==> src/rtl/eeprom_host_pkg.sv <==
// Package for the page-write host controller of a parallel EEPROM
package eeprom_host_pkg;
    localparam int          CLK_PERIOD_NS    = 5;
    // Pin timing in ns, counts derived (minimum times rounded up)
    localparam int          WP_NS            = 150;   // Strobe low width
    localparam int          AS_NS            = 10;    // Address setup
    localparam int          DS_NS            = 50;    // Data setup
    localparam int          RD_NS            = 200;   // Read access
    localparam int          GAP_NS           = 200;   // Least byte-load spacing (0.2 us)
    localparam int          BLW_MAX_NS       = 200000; // Byte-load window maximum (200 us)
    localparam int          WC_MAX_NS        = 10000000; // Internal write, at most 10 ms
    localparam logic [7:0]  WP_CYC           = 8'((WP_NS + CLK_PERIOD_NS - 1) / CLK_PERIOD_NS);
    localparam logic [7:0]  AS_CYC           = 8'((AS_NS + CLK_PERIOD_NS - 1) / CLK_PERIOD_NS);
    localparam logic [7:0]  DS_CYC           = 8'((DS_NS + CLK_PERIOD_NS - 1) / CLK_PERIOD_NS);
    localparam logic [7:0]  RD_CYC           = 8'((RD_NS + CLK_PERIOD_NS - 1) / CLK_PERIOD_NS);
    localparam logic [7:0]  GAP_CYC          = 8'((GAP_NS + CLK_PERIOD_NS - 1) / CLK_PERIOD_NS);
    localparam int          BLW_MAX_CYC      = BLW_MAX_NS / CLK_PERIOD_NS;
    localparam int          WC_MAX_CYC       = WC_MAX_NS / CLK_PERIOD_NS;
    localparam int          PAGE_BYTES       = 64;
    localparam int          COL_W            = 6;
    localparam int          ROW_W            = 7;
    localparam int          TMR_W            = 24;

    // One write request from the user side
    typedef struct packed {
        logic [ROW_W-1:0] row;
        logic [COL_W-1:0] col;
        logic [7:0]       data;
        logic             last;   // Final byte of this page
    } wr_req_t;

    // Control pins toward the memory, all active low
    typedef struct packed {
        logic ce_n;
        logic oe_n;
        logic we_n;
    } ctl_pins_t;

    localparam ctl_pins_t   PINS_IDLE        = '{ce_n: 1'b1, oe_n: 1'b1, we_n: 1'b1};
endpackage

==> src/rtl/cycle_timer.sv <==
// Loadable down-counter that flags when its count is used up
`timescale 1ns/10ps
module cycle_timer
#(
    parameter int W = 24
)
(
    input  wire logic         clk,
    input  wire logic         resetn,
    input  wire logic         load,
    input  wire logic [W-1:0] value,
    output logic              done
);
    logic [W-1:0] cnt_q;

    assign done = (cnt_q == '0);

    // Load wins, else count down to zero
    always_ff @(posedge clk or negedge resetn)
    begin
        if (!resetn)
            cnt_q <= '0;
        else if (load)
            cnt_q <= value;
        else if (cnt_q != '0)
            cnt_q <= cnt_q - W'(1);
    end
endmodule

==> src/rtl/eeprom_page_write_control.sv <==
// Host-side controller that page-writes a parallel EEPROM and polls completion
// Functional notes
// - Strobe held low for minimum pulse width
// - Holding strobe low stretches page load
// - Host polls until true data returns
// - Polling read uses normal read timing
// - Host may poll ready/busy or ignore it
// - Loads spaced 0.2 us, window 200 us max (BLW_CYC is unused; the window is not bounded here)
// - Write: select low, output-enable high, strobe low
`timescale 1ns/10ps
module eeprom_page_write_control
#(
    parameter int BLW_CYC = eeprom_host_pkg::BLW_MAX_CYC,
    parameter int WC_CYC  = eeprom_host_pkg::WC_MAX_CYC
)
(
    input  wire logic                     clk,
    input  wire logic                     resetn,
    input  wire eeprom_host_pkg::wr_req_t req,
    input  wire logic                     req_valid,
    output logic                          req_ready,
    input  wire logic                     use_rdy,
    input  wire logic [7:0]               dq_in,
    input  wire logic                     rdy_busy_n,
    output logic [12:0]                   addr,
    output logic [7:0]                    dq_out,
    output logic                          dq_oe,
    output eeprom_host_pkg::ctl_pins_t    pins,
    output logic                          write_done,
    output logic                          write_timeout
);
    import eeprom_host_pkg::*;

    typedef enum logic [2:0] {S_IDLE, S_SETUP, S_STROBE, S_HOLD, S_WAIT,
                              S_POLL_SET, S_POLL_RD, S_POLL_END} state_t;

    state_t             state_q;
    state_t             state_d;
    logic [7:0]         cnt_q;
    logic [ROW_W-1:0]   row_q;
    logic [7:0]         last_q;
    logic [COL_W-1:0]   lcol_q;
    logic [6:0]         nbytes_q;
    logic               last_flag_q;
    logic               ready_q;
    logic               done_q;
    logic               tout_q;
    logic [12:0]        addr_q;
    logic [7:0]         dout_q;
    logic               doe_q;
    ctl_pins_t          pins_q;
    logic               wc_load;
    logic               wc_done;
    wire                cnt_zero   = (cnt_q == 8'h00);
    wire                take       = (state_q == S_IDLE) && req_valid;
    wire                page_full  = (nbytes_q == 7'(PAGE_BYTES));
    wire                poll_match = (dq_in == last_q);
    wire                rdy_up     = use_rdy && rdy_busy_n;

    // Watchdog on the whole internal write
    cycle_timer #(.W(TMR_W)) u_wc (
        .clk    (clk),
        .resetn (resetn),
        .load   (wc_load),
        .value  (TMR_W'(WC_CYC)),
        .done   (wc_done)
    );

    // Reload as the hold after the last strobe rise ends: WC_CYC alone, no window time added
    assign wc_load = (state_q == S_HOLD) && cnt_zero && last_flag_q;

    // Next-state selection
    always_comb
    begin
        state_d = state_q;
        case (state_q)
            S_IDLE:     if (req_valid) state_d = S_SETUP;
            S_SETUP:    if (cnt_zero) state_d = S_STROBE;
            S_STROBE:   if (cnt_zero) state_d = S_HOLD;
            S_HOLD:     if (cnt_zero) state_d = last_flag_q ? S_WAIT : S_IDLE;
            S_WAIT:     if (cnt_zero) state_d = S_POLL_SET;
            S_POLL_SET: state_d = S_POLL_RD;
            S_POLL_RD:  if (cnt_zero) state_d = S_POLL_END;
            S_POLL_END:
            begin
                if (rdy_up || poll_match || wc_done) state_d = S_IDLE;
                else state_d = S_POLL_SET;
            end
            default:    state_d = S_IDLE;
        endcase
    end

    // State and phase counter
    always_ff @(posedge clk or negedge resetn)
    begin
        if (!resetn)
        begin
            state_q <= S_IDLE;
            cnt_q   <= 8'h00;
        end
        else
        begin
            state_q <= state_d;
            if (state_d != state_q)
            begin
                case (state_d)
                    S_SETUP:  cnt_q <= AS_CYC;
                    S_STROBE: cnt_q <= (WP_CYC > DS_CYC) ? WP_CYC : DS_CYC;
                    S_HOLD:   cnt_q <= GAP_CYC;
                    S_WAIT:   cnt_q <= GAP_CYC;
                    S_POLL_RD: cnt_q <= RD_CYC;
                    default:  cnt_q <= 8'h00;
                endcase
            end
            else if (!cnt_zero)
                cnt_q <= cnt_q - 8'h01;
        end
    end

    // Page bookkeeping: the row stays fixed for the whole page
    always_ff @(posedge clk or negedge resetn)
    begin
        if (!resetn)
        begin
            row_q       <= '0;
            last_q      <= 8'h00;
            lcol_q      <= '0;
            nbytes_q    <= 7'h00;
            last_flag_q <= 1'b0;
        end
        else if (take)
        begin
            if (nbytes_q == 7'h00)
                row_q <= req.row;
            last_q      <= req.data;
            lcol_q      <= req.col;
            nbytes_q    <= nbytes_q + 7'h01;
            last_flag_q <= req.last || (nbytes_q == 7'(PAGE_BYTES - 1));
        end
        else if (state_q == S_WAIT)
            nbytes_q <= 7'h00;
    end

    // Pin and status drive; writes never start until the poll of a settling page ends
    always_ff @(posedge clk or negedge resetn)
    begin
        if (!resetn)
        begin
            pins_q  <= PINS_IDLE;
            addr_q  <= 13'h0000;
            dout_q  <= 8'h00;
            doe_q   <= 1'b0;
            ready_q <= 1'b0;
            done_q  <= 1'b0;
            tout_q  <= 1'b0;
        end
        else
        begin
            done_q  <= 1'b0;
            tout_q  <= 1'b0;
            ready_q <= (state_d == S_IDLE) && !page_full;
            case (state_d)
                S_SETUP:
                begin
                    // Select low, output-enable high before the strobe
                    pins_q <= '{ce_n: 1'b0, oe_n: 1'b1, we_n: 1'b1};
                    addr_q <= take ? {(nbytes_q == 7'h00) ? req.row : row_q, req.col}
                                   : addr_q;
                    dout_q <= take ? req.data : dout_q;
                    doe_q  <= 1'b1;
                end
                // Fresh strobe fall for each byte; it latches address
                S_STROBE: pins_q <= '{ce_n: 1'b0, oe_n: 1'b1, we_n: 1'b0};
                // Strobe rise latches data, select released after
                S_HOLD:   pins_q <= '{ce_n: 1'b0, oe_n: 1'b1, we_n: 1'b1};
                S_POLL_SET:
                begin
                    // Ordinary read of the last address
                    pins_q <= '{ce_n: 1'b0, oe_n: 1'b0, we_n: 1'b1};
                    addr_q <= {row_q, lcol_q};
                    doe_q  <= 1'b0;
                end
                // Read held through the sampling cycle so the bus still carries data
                S_POLL_RD, S_POLL_END: pins_q <= '{ce_n: 1'b0, oe_n: 1'b0, we_n: 1'b1};
                default:
                begin
                    pins_q <= PINS_IDLE;
                    doe_q  <= 1'b0;
                end
            endcase
            if (state_q == S_POLL_END && state_d == S_IDLE)
            begin
                done_q <= 1'b1;
                tout_q <= wc_done && !poll_match && !rdy_up;
            end
        end
    end

    assign req_ready     = ready_q;
    assign addr          = addr_q;
    assign dq_out        = dout_q;
    assign dq_oe         = doe_q;
    assign pins          = pins_q;
    assign write_done    = done_q;
    assign write_timeout = tout_q;

    // Write strobe only with select low and output-enable high
    strobe_state_a: assert property (@(posedge clk) disable iff (!resetn)
        !pins_q.we_n |-> (!pins_q.ce_n && pins_q.oe_n))
        else $error("strobe outside write state");

    // Strobe low at least 16 cycles (80 ns), less than the 150 ns pulse width
    strobe_width_a: assert property (@(posedge clk) disable iff (!resetn)
        $fell(pins_q.we_n) |-> !pins_q.we_n [*8] ##1 !pins_q.we_n [*8])
        else $error("strobe pulse too short");

    // Data bus released during reads
    read_bus_a: assert property (@(posedge clk) disable iff (!resetn)
        !pins_q.oe_n |-> !doe_q)
        else $error("data driven during read");

    // Data steady while strobe is low
    data_steady_a: assert property (@(posedge clk) disable iff (!resetn)
        (!pins_q.we_n && !$past(pins_q.we_n)) |-> $stable(dout_q))
        else $error("data moved under strobe");

    // Row fixed across a page
    row_fixed_a: assert property (@(posedge clk) disable iff (!resetn)
        (take && nbytes_q != 7'h00) |=> (addr_q[12:6] == row_q))
        else $error("row changed within page");

    // Never more than a page of loads
    page_limit_a: assert property (@(posedge clk) disable iff (!resetn)
        nbytes_q <= 7'(PAGE_BYTES))
        else $error("page overflow");

    // No load offered while waiting on the write
    busy_block_a: assert property (@(posedge clk) disable iff (!resetn)
        (state_q inside {S_WAIT, S_POLL_SET, S_POLL_RD, S_POLL_END}) |-> !req_ready)
        else $error("load accepted during write");

    // Polling read addresses the last byte written
    poll_addr_a: assert property (@(posedge clk) disable iff (!resetn)
        (state_q == S_POLL_RD) |-> (addr_q == {row_q, lcol_q}))
        else $error("poll at wrong address");
endmodule

==> config.mk <==
export PLATFORM = sky130hd
export DESIGN_NAME = eeprom_page_write_control
export DESIGN_NICKNAME = d
export VERILOG_FILES = /design/src/rtl/eeprom_host_pkg.sv /design/src/rtl/cycle_timer.sv /design/src/rtl/eeprom_page_write_control.sv
export SDC_FILE = /design/constraint.sdc
export NUM_CORES = 1
export LEC_CHECK = 0
export BUFFER_PORTS_ARGS = -buffer_cell sky130_fd_sc_hd__buf_2
export CORE_AREA = 2 2 103 105
export CTS_CLUSTER_SIZE = 28
export DETAILED_ROUTE_END_ITERATION = 6
export DIE_AREA = 0 0 105 107
export MAX_ROUTING_LAYER = met4
export SLEW_MARGIN = 20
export SYNTH_ARGS = -nofsm -noshare
export SYNTH_HDL_FRONTEND = slang
export SYNTH_SLANG_ARGS = --single-unit
==> constraint.sdc <==
create_clock -name clk -period 2.8 [get_ports clk]
set_clock_uncertainty 0.05 [all_clocks]
set_input_delay 0.42 -clock clk [delete_from_list [all_inputs] [get_ports clk]]
set_output_delay 0.42 -clock clk [all_outputs]
set_load 0.02 [all_outputs]
After elaboration in Yosys (flattened, before gate mapping) --
Cells that the tools add are included.
Word-level totals: flip-flop bits (word level) 92, input port bits 35, output and inout bits 28, logic and storage cells 92
Cells by class: add/subtract/negate cells 3, equality and inequality tests 20, multiplexer cells 23, reduce and logical (&&, ||, !) cells 29
Operators with widths (number):
- two-way mux 24 bit | 2
- one-hot mux 13 bit (2 select lines) | 1
- == test 3 bit, second input constant | 8
- zero test 24 bit | 1
- two-way mux 3 bit | 8
- one-hot mux 3 bit (8 select lines) | 1
- nonzero test 24 bit | 1
- subtractor 24 x 1 -> 24 bit, second input constant | 1
- two-way mux 7 bit | 3
- one-hot mux 6 bit (3 select lines) | 1
- two-way mux 8 bit | 2
- two-way mux 13 bit | 1
- == test 3 x 2 -> 1 bit, second input constant | 4
- one-hot mux 3 bit (3 select lines) | 1
- == test 8 bit | 1
- logical AND 1 bit | 8
- zero test 8 bit | 1
- subtractor 8 x 1 -> 8 bit, second input constant | 1
- adder 7 x 1 -> 7 bit, second input constant | 1
- == test 7 x 6 -> 1 bit, second input constant | 1
- == test 7 bit, second input constant | 1
- zero test 7 bit | 1
- == test 3 x 1 -> 1 bit, second input constant | 2
- zero test 3 bit | 2
- other kinds (12) | 21

Depth between registers and ports, before layout --
Gate-level depths: netlist of run 1.
word-level depth 9, mapped depth 8, gate-level depth less buffers 7

Hierarchy --
From an unflattened synthesis of run 1, not the netlist that was laid out.
Unflattened totals: cells, all modules 477, area, all modules 4755.8 um^2
Modules (own cells, without submodules):
- eeprom_page_write_control | times used 1, cells each 313, area each 3249.4 um^2, sequential area each 1705.4 um^2
- cycle_timer | times used 1, cells each 164, area each 1506.4 um^2, sequential area each 600.6 um^2

Least setup slack after synthesis of run 1 --
No wires, ideal clock.
kind reg2reg, from register nbytes_q[0], to register row_q[0], library setup time 125 ps, arrival 2025 ps, data required time 2625 ps, path slack 600 ps, cell stages (with the launch flop) 8, buffers on the path 1, clock period less this slack 2200 ps, cell sequence dfrtp_1 inv_1 ha_1 nand2b_1 or4b_2 nor2_1 buf_2 mux2_2
Between the ends: cells in the longest elaborated chain, start to end 2
Ends and longest elaborated chain:
- from (decl) | RTL line eeprom_page_write_control.sv:43 | logic [6:0] nbytes_q;
- from (signal assigned) | RTL line eeprom_page_write_control.sv:137 | nbytes_q <= nbytes_q + 7'h01;
- zero test 7 bit | RTL line eeprom_page_write_control.sv:133 | if (nbytes_q == 7'h00)
- two-way mux 7 bit
- to (signal assigned) | RTL line eeprom_page_write_control.sv:134 | row_q <= req.row;
- to (decl) | RTL line eeprom_page_write_control.sv:40 | logic [ROW_W-1:0] row_q;
No other way between the ends. A chain may end at the register's enable or synchronous reset.

Final worst setup path of run 1 --
from register u_wc.cnt_q[9], to register addr_q[9] (netlist: addr[9])
Between the ends: cells in the longest elaborated chain, start to end 7, elaborated cells between the ends (all ways) 10, classes of those cells 3 x eq/ne; 3 x mux; 4 x reduce/logical
Ends and longest elaborated chain:
- from (decl) | RTL line cycle_timer.sv:14 | logic [W-1:0] cnt_q;
- from (signal assigned) | RTL line cycle_timer.sv:24 | cnt_q <= value;
- from (signal assigned) | RTL line cycle_timer.sv:26 | cnt_q <= cnt_q - W'(1);
- zero test 24 bit (*) | RTL line cycle_timer.sv:16 | assign done = (cnt_q == '0);
- logical OR 1 bit (*) | RTL line eeprom_page_write_control.sv:86 | if (rdy_up || poll_match || wc_done) state_d = S_IDLE;
- two-way mux 3 bit (*) | RTL line eeprom_page_write_control.sv:86
- one-hot mux 3 bit (8 select lines) (*) | RTL line eeprom_page_write_control.sv:76 | case (state_q)
- == test 3 x 1 -> 1 bit / == test 3 bit (equally long branches) | RTL line eeprom_page_write_control.sv:162 | case (state_d)
- inequality test 2 bit (no source line) / nonzero test 2 bit (equally long branches)
- AND reduction 2 bit (no source line)
- to (signal assigned) | RTL line eeprom_page_write_control.sv:167 | addr_q <= take ? {(nbytes_q == 7'h00) ? req.row : row_q, req.col}
- to (signal assigned) | RTL line eeprom_page_write_control.sv:180 | addr_q <= {row_q, lcol_q};
- to (decl) | RTL line eeprom_page_write_control.sv:48 | logic [12:0] addr_q;
Every way passes the cells marked *; elsewhere a longest branch is shown, timed or not.

==> results of run 1 <==
## per-stage QoR
step                      area (um^2)  hold WS, ns  util (%)  cells
after detailed placement         5020        0.332      49.7    624
after global placement           5020        0.331      49.7    624
after CTS                        5230        0.196      51.8    641
after global routing             5230        0.208      51.8    641
after floorplan                  4520       0.0744         -    432
final                            5230        0.211      51.8    641
## cell usage in the layout (no fill, tap or decap), types with 3 or more instances in the layout
cell and n:
dfrtp_1 89, buf_2 61, nand2_1 60, nor2_1 28, o21ai_0 19, xnor2_1 14, xor2_1 14, nor3_1 13
a221o_1 13, buf_4 13, nand4_1 11, nand3_1 11, a21oi_1 10, nor4_1 9, and2_1 9, clkbuf_8 9
inv_1 8, and3_1 8, a21o_1 8, mux2_2 8, nand2b_1 7, or3_1 6, nor2b_1 4, o21ai_2 4
mux2i_1 4, ha_1 4, nor4_4 3, or4_1 3, o31ai_1 3, o31a_1 3, o211ai_1 3, dfstp_2 3
## critical path, delay by kind of cell, from the launching register on
family	cells	cell delay, ns
AO/OA/AOI/OAI	2	0.78
buffers and inverters	1	0.21
flip-flops	1	0.44
AND/OR/NAND/NOR	3	0.94
## where the power goes
group,total [W],switching [W],internal [W]
sequential,0.00245,0.000537,0.00191
combinational,0.00241,0.00136,0.00106
clock,0.000907,0.000552,0.000355
## flip-flops by register name (all words and copies together) (netlist names)
signal and cells:
write_timeout 1, last_q 8, dq_out 8, write_done 1, dq_oe 1, state_q 3
row_q 7, lcol_q 6, nbytes_q 7, last_flag_q 1, addr 13, u_wc.cnt_q 24
req_ready 1, pins 3, cnt_q 8
## repair_timing
action | in CTS | in global routing
hold buffers | 1 | 0
resized for setup | 0 | 0
endpoints found under the hold margin | 27 | 0
## cell families (layout without fill, tap and decap cells)
| family | after synthesis | after routing |
|---|---|---|
| xor gates and xnor gates | 28 | 28 |
| muxes | 12 | 12 |
| adders and majority gates | 4 | 4 |
| and+or+nand+nor | 188 | 188 |
| buffers and inverters | 27 | 100 |
| DFF | 92 | 92 |
| AOI/OAI and AO/OA | 81 | 81 |
## per-layer routing
metal | GRT usage, % | up-vias | wire length, um
li1 | - | 1686 | -
met1 | 24.6 | 1669 | 4640
met2 | 28.7 | 49 | 4490
met3 | 3.89 | 5 | 305
met4 | 4.76 | 0 | 73
met5 | - | - | 0
## final cells by class
class | count | area [um^2]
clock buffers | 9 | 124
clock inverters | 7 | 80.1
fillers | 975 | 4860
inverters | 8 | 30.0
multi-input cells | 313 | 2090
flip-flops and latches | 92 | 2310
well taps | 136 | 170
repair buffers | 76 | 433
## how the worst min path moves through the flow
stage / from / endpoint / slack, ns / cells after the start
after floorplan: resetn / addr[0]$_DFFE_PN0P_ / 0.07 / 0
after global placement: resetn / cnt_q[4]$_DFFE_PN0P_ / 0.33 / 1
after detailed placement: resetn / cnt_q[6]$_DFFE_PN0P_ / 0.33 / 1
after CTS: req[7] / dq_out[6]$_DFFE_PN0P_ / 0.20 / 3
after global routing: req[8] / dq_out[7]$_DFFE_PN0P_ / 0.21 / 3
final: req[2] / dq_out[1]$_DFFE_PN0P_ / 0.21 / 3
==> metrics.cfg, run 1 <==
[finish]
final_nets = 539
num_antenna_cells = 0
drive_above_1_share_pct = 24.6
area_growth_pct = 15.7

[setup_path]
cp.required_ns = 3.05
worst_path_max_delay_cell = a2bb2oi_2
start_kind = flop
path_max_fanout = 13
cpPeakStageDelay_ns = 0.52
path_cells = nor4_1, nand4_1, nor4_4, buf_4, a2bb2oi_2, a221o_1
end_kind = flop
worstReg2RegStart = u_wc.cnt_q[9]$_DFFE_PN0P_
cp.arrival_ns = 2.73
r2r-end = addr[9]$_DFFE_PN0P_
critical_path.startpoint = u_wc.cnt_q[9]$_DFFE_PN0P_
reg2reg_depth = 6
r2r_setup_slack_ns = 0.32
crit_type = flop to flop
cp-endpoint = addr[9]$_DFFE_PN0P_

[logic_synthesis]
yosys_warnings = 0
synth.yosys.seq_area_share_pct = 51.0
synth_top_family_by_area = simple AND/OR/NAND/NOR gates
synthAdderAreaFrac_pct = 1.11
synth.most_common_cell = dfrtp_1
synth_compound_area_share_pct = 13.6
ys.flop_type = dfrtp_1
async_flop_share_pct = 100
muxShareOfSynthArea_pct = 2.88
ys_ff_latch = 92
netlist-cell-type-count = 63
synth.area.top_cells = dfrtp_1, nand2_1, a221o_1, xnor2_1, xor2_1
synthSimpleGateAreaFrac_pct = 23.2
synth-xor-area-share_pct = 5.42
syn_nets = 471
synth_top_cell_by_area = dfrtp_1
yosys-top-cells-count = dfrtp_1, nand2_1, nor2_1
postSynthAreaPerCell_um2 = 10.5
synth_cells = 432
syn_area_um2 = 4520
synth-edff-count = 0
netlist.area_leader.share_pct = 49.3

[global_route]
grt_pass1_vias = 3384
grt_pass1_wl_um = 16300
grt_use_total_pct = 18.4
antenna_found_initial = 0
grt_overflow = 0
grt_max_degree = 64

[floorplan]
die_w_um = 105
coreArea_um2 = 10100
die_y_um = 107
num_rows = 37
initial_core_util_pct = 44.8
io_pins = 63
die_area_um2 = 11200

[placed_design]
place_ws_ns = 0.334
hpwl_um = 6660
io_buffer_count = 62
gp_congestion = 0.811

[clock_network]
worstSkewPairLatency_ns = 0.37
cts_tree = built
cts-root-buf = clkbuf_8
htreeDepth = 3
cts_max_path_buffers = 2
postCtsSetupBuffers = 0
cts_buffers = 9
clk_pin_slew_ns = 0.11
clock_sinks = 92

[flow_run]
maxCapViolCount = 0

[drt]
wl_per_cell_um = 14.8
routed_wl_um = 9510
avgViaCountPerCell = 5.32
drc = 0
drt-initial-drc-count = 91
drt.antenna.violating_nets = 0
routed-via-count = 3409
drtPass1Iterations = 4

[min_path]
hp-class = input port to flop

[timing]
rsz0062_at_grt = false
setup_ws_ns = 0.318
max-slew-margin-rel_pct = 56.6
drv_slew = 0
fin_tns_setup_ns = 0
finalCritPeriodShare_pct = 88.7
report.final.setup_viol = 0
clock.fmax_ghz = 0.403
tightest_slew_ns = 0.650
min_period_ns = 2.48
hold_violations = 0

[power]
vdd_drop_max_mv = 0.447
power_w = 0.00577
power.density_nw_per_um2 = 1100
power_leakage_nw = 2.46

[status]
status = complete, no violations

(Power assumes the default switching activity.)
==> run 2: changes to the inputs <==
==> constraint.sdc (replaced) <==
create_clock -name clk -period 2.8 [get_ports clk]
set_clock_uncertainty 0.05 [all_clocks]
set_input_delay 0 -clock clk [delete_from_list [all_inputs] [get_ports clk]]
set_output_delay 0 -clock clk [all_outputs]
set_load 0.02 [all_outputs]
==> metrics.cfg, run 2 (synthesis results as in run 1) <==
[floorplan]
io_pins = 63  ; unchanged
num_rows = 37  ; unchanged
die_w_um = 105  ; unchanged
die_area_um2 = 11200  ; unchanged
die_y_um = 107  ; unchanged
initial_core_util_pct = 44.8  ; unchanged
coreArea_um2 = 10100  ; unchanged

[drt]
drtPass1Iterations = 4  ; unchanged
avgViaCountPerCell = 5.31  ; was 5.32
drt-initial-drc-count = 160  ; was 91
drc = 0  ; unchanged
drt.antenna.violating_nets = 0  ; unchanged
wl_per_cell_um = 14.7  ; was 14.8 um
routed_wl_um = 9810  ; was 9510 um
routed-via-count = 3539  ; was 3409

[global_route]
grt_overflow = 0  ; unchanged
met3_usage_pct = 3.95  ; was 3.89%
grt_use_total_pct = 19.2  ; was 18.4%
grt_use_met1_pct = 24.2  ; was 24.6%
use_met2_pct = 31.8  ; was 28.7%
grt.busiest_layer = met2  ; unchanged
grt_pass1_vias = 3600  ; was 3384
antenna_found_initial = 0  ; unchanged
grt_pass1_wl_um = 16900  ; was 16300 um
grt_max_degree = 42  ; was 64

[status]
status = complete, no violations  ; unchanged

[clock_network]
htreeDepth = 3  ; unchanged
cts-root-buf = clkbuf_8  ; unchanged
cts_tree = built  ; unchanged
clk_pin_slew_ns = 0.10  ; was 0.11 ns
cts_buffers = 9  ; unchanged
postCtsSetupBuffers = 0  ; unchanged
cts_max_path_buffers = 2  ; unchanged
clock_sinks = 92  ; unchanged
worstSkewPairLatency_ns = 0.36  ; was 0.37 ns

[setup_path]
start_kind = flop  ; unchanged
worstReg2RegStart = u_wc.cnt_q[9]$_DFFE_PN0P_  ; unchanged
critical_path.startpoint = u_wc.cnt_q[9]$_DFFE_PN0P_  ; unchanged
r2r-end = addr[8]$_DFFE_PN0P_  ; was addr[9]$_DFFE_PN0P_
crit_type = flop to flop  ; unchanged
reg2reg_depth = 5  ; was 6
path_max_fanout = 8  ; was 13
cp.required_ns = 3.00  ; was 3.05 ns
cp.arrival_ns = 2.65  ; was 2.73 ns
r2r_setup_slack_ns = 0.35  ; was 0.32 ns
cp-endpoint = addr[8]$_DFFE_PN0P_  ; was addr[9]$_DFFE_PN0P_
end_kind = flop  ; unchanged

[flow_run]
maxCapViolCount = 0  ; unchanged

[finish]
largest-register = u_wc.cnt_q  ; unchanged
largest_reg_flops = 24  ; unchanged
area_growth_pct = 20.8  ; was 15.7%
fin_cells = 666  ; was 641
mostFrequentLayoutCell = dfrtp_1  ; unchanged
regArea_um2 = 2310  ; unchanged
final_nets = 564  ; was 539
num_antenna_cells = 0  ; unchanged
drive_above_1_share_pct = 23.6  ; was 24.6%
fill_cells = 951  ; was 975
multi_input_area_um2 = 2090  ; unchanged
final_cell_mix = dfrtp_1, buf_2, nand2_1  ; unchanged

[placed_design]
dp_cells = 626  ; was 624
gp_congestion = 0.850  ; was 0.811
hpwl_um = 6760  ; was 6660 um
io_buffer_count = 62  ; unchanged

[power]
power.density_nw_per_um2 = 1070  ; was 1100 nW/um^2
vdd_drop_max_mv = 0.440  ; was 0.447 mV
power_leakage_nw = 2.56  ; was 2.46 nW

[timing]
hold_violations = 0  ; unchanged
finalCritPeriodShare_pct = 87.7  ; was 88.7%
fin_tns_setup_ns = 0  ; unchanged
rsz0062_at_grt = false  ; unchanged
min_period_ns = 2.45  ; was 2.48 ns
drv_slew = 0  ; unchanged
clock.fmax_ghz = 0.407  ; was 0.403 GHz
max-slew-margin-rel_pct = 58.6  ; was 56.6%
report.final.setup_viol = 0  ; unchanged
tightest_slew_ns = 0.617  ; was 0.650 ns

[min_path]
hp-class = input port to flop  ; unchanged

run 2: how the worst min path moves through the flow:
stage,to,cells after the start,from
after floorplan,addr[0]$_DFFE_PN0P_,0,resetn
final,write_timeout$_DFF_PN0_,5,rdy_busy_n
after global placement,cnt_q[4]$_DFFE_PN0P_,1,resetn
after global routing,write_timeout$_DFF_PN0_,5,rdy_busy_n
after detailed placement,cnt_q[7]$_DFFE_PN0P_,1,resetn
after CTS,write_timeout$_DFF_PN0_,5,rdy_busy_n
run 2: repair_timing:
item                      in CTS  in global routing
resized for setup              0                  0
hold buffers                  24                  0
hold endpoints to repair      83                  0
run 2: worst max-delay path, stage by stage (launching register included):
cell and delay [ns]:
dfrtp_1 0.44, nor4_1 0.47, nand4_1 0.24, nor4_4 0.51
o21ai_2 0.23, a221o_1 0.39
run 2: per-stage QoR:
stage	instance area (um^2)	hold slack, ns	setup WS (ns)	total power (W)	utilization [%]
after floorplan	4520	-0.346	0.600	0.00423	-
final	5460	0.0699	0.345	0.00582	54.1
after CTS	5460	0.0725	0.336	0.00588	54.1
after global placement	5020	-0.0263	0.438	0.00484	49.7
after detailed placement	5020	-0.0290	0.347	0.00491	49.7
after global routing	5460	0.0909	0.152	0.00630	54.1
run 2: final cells by class:
class | instances | share of cell area [%]
tap | 136 | 3.12
timing repair buffer | 101 | 12.2
clock inverter | 5 | 1.12
multi-input combinational | 313 | 38.2
clock buffer | 11 | 2.59
sequential | 92 | 42.2
inverter | 8 | 0.550
run 2: power breakdown:
part           switching [W]  total, W  internal (W)
Sequential          0.000555   0.00247       0.00191
Clock               0.000474  0.000915      0.000441
Combinational        0.00136   0.00244       0.00109
run 2: layer usage:
layer / part of all wire [%] / wire length [um] / vias to the layer above
met5: 0 / 0 / -
met4: 0.91 / 89 / 0
met3: 3.6 / 352 / 8
met1: 47 / 4600 / 1717
li1: - / - / 1750
met2: 49 / 4760 / 64
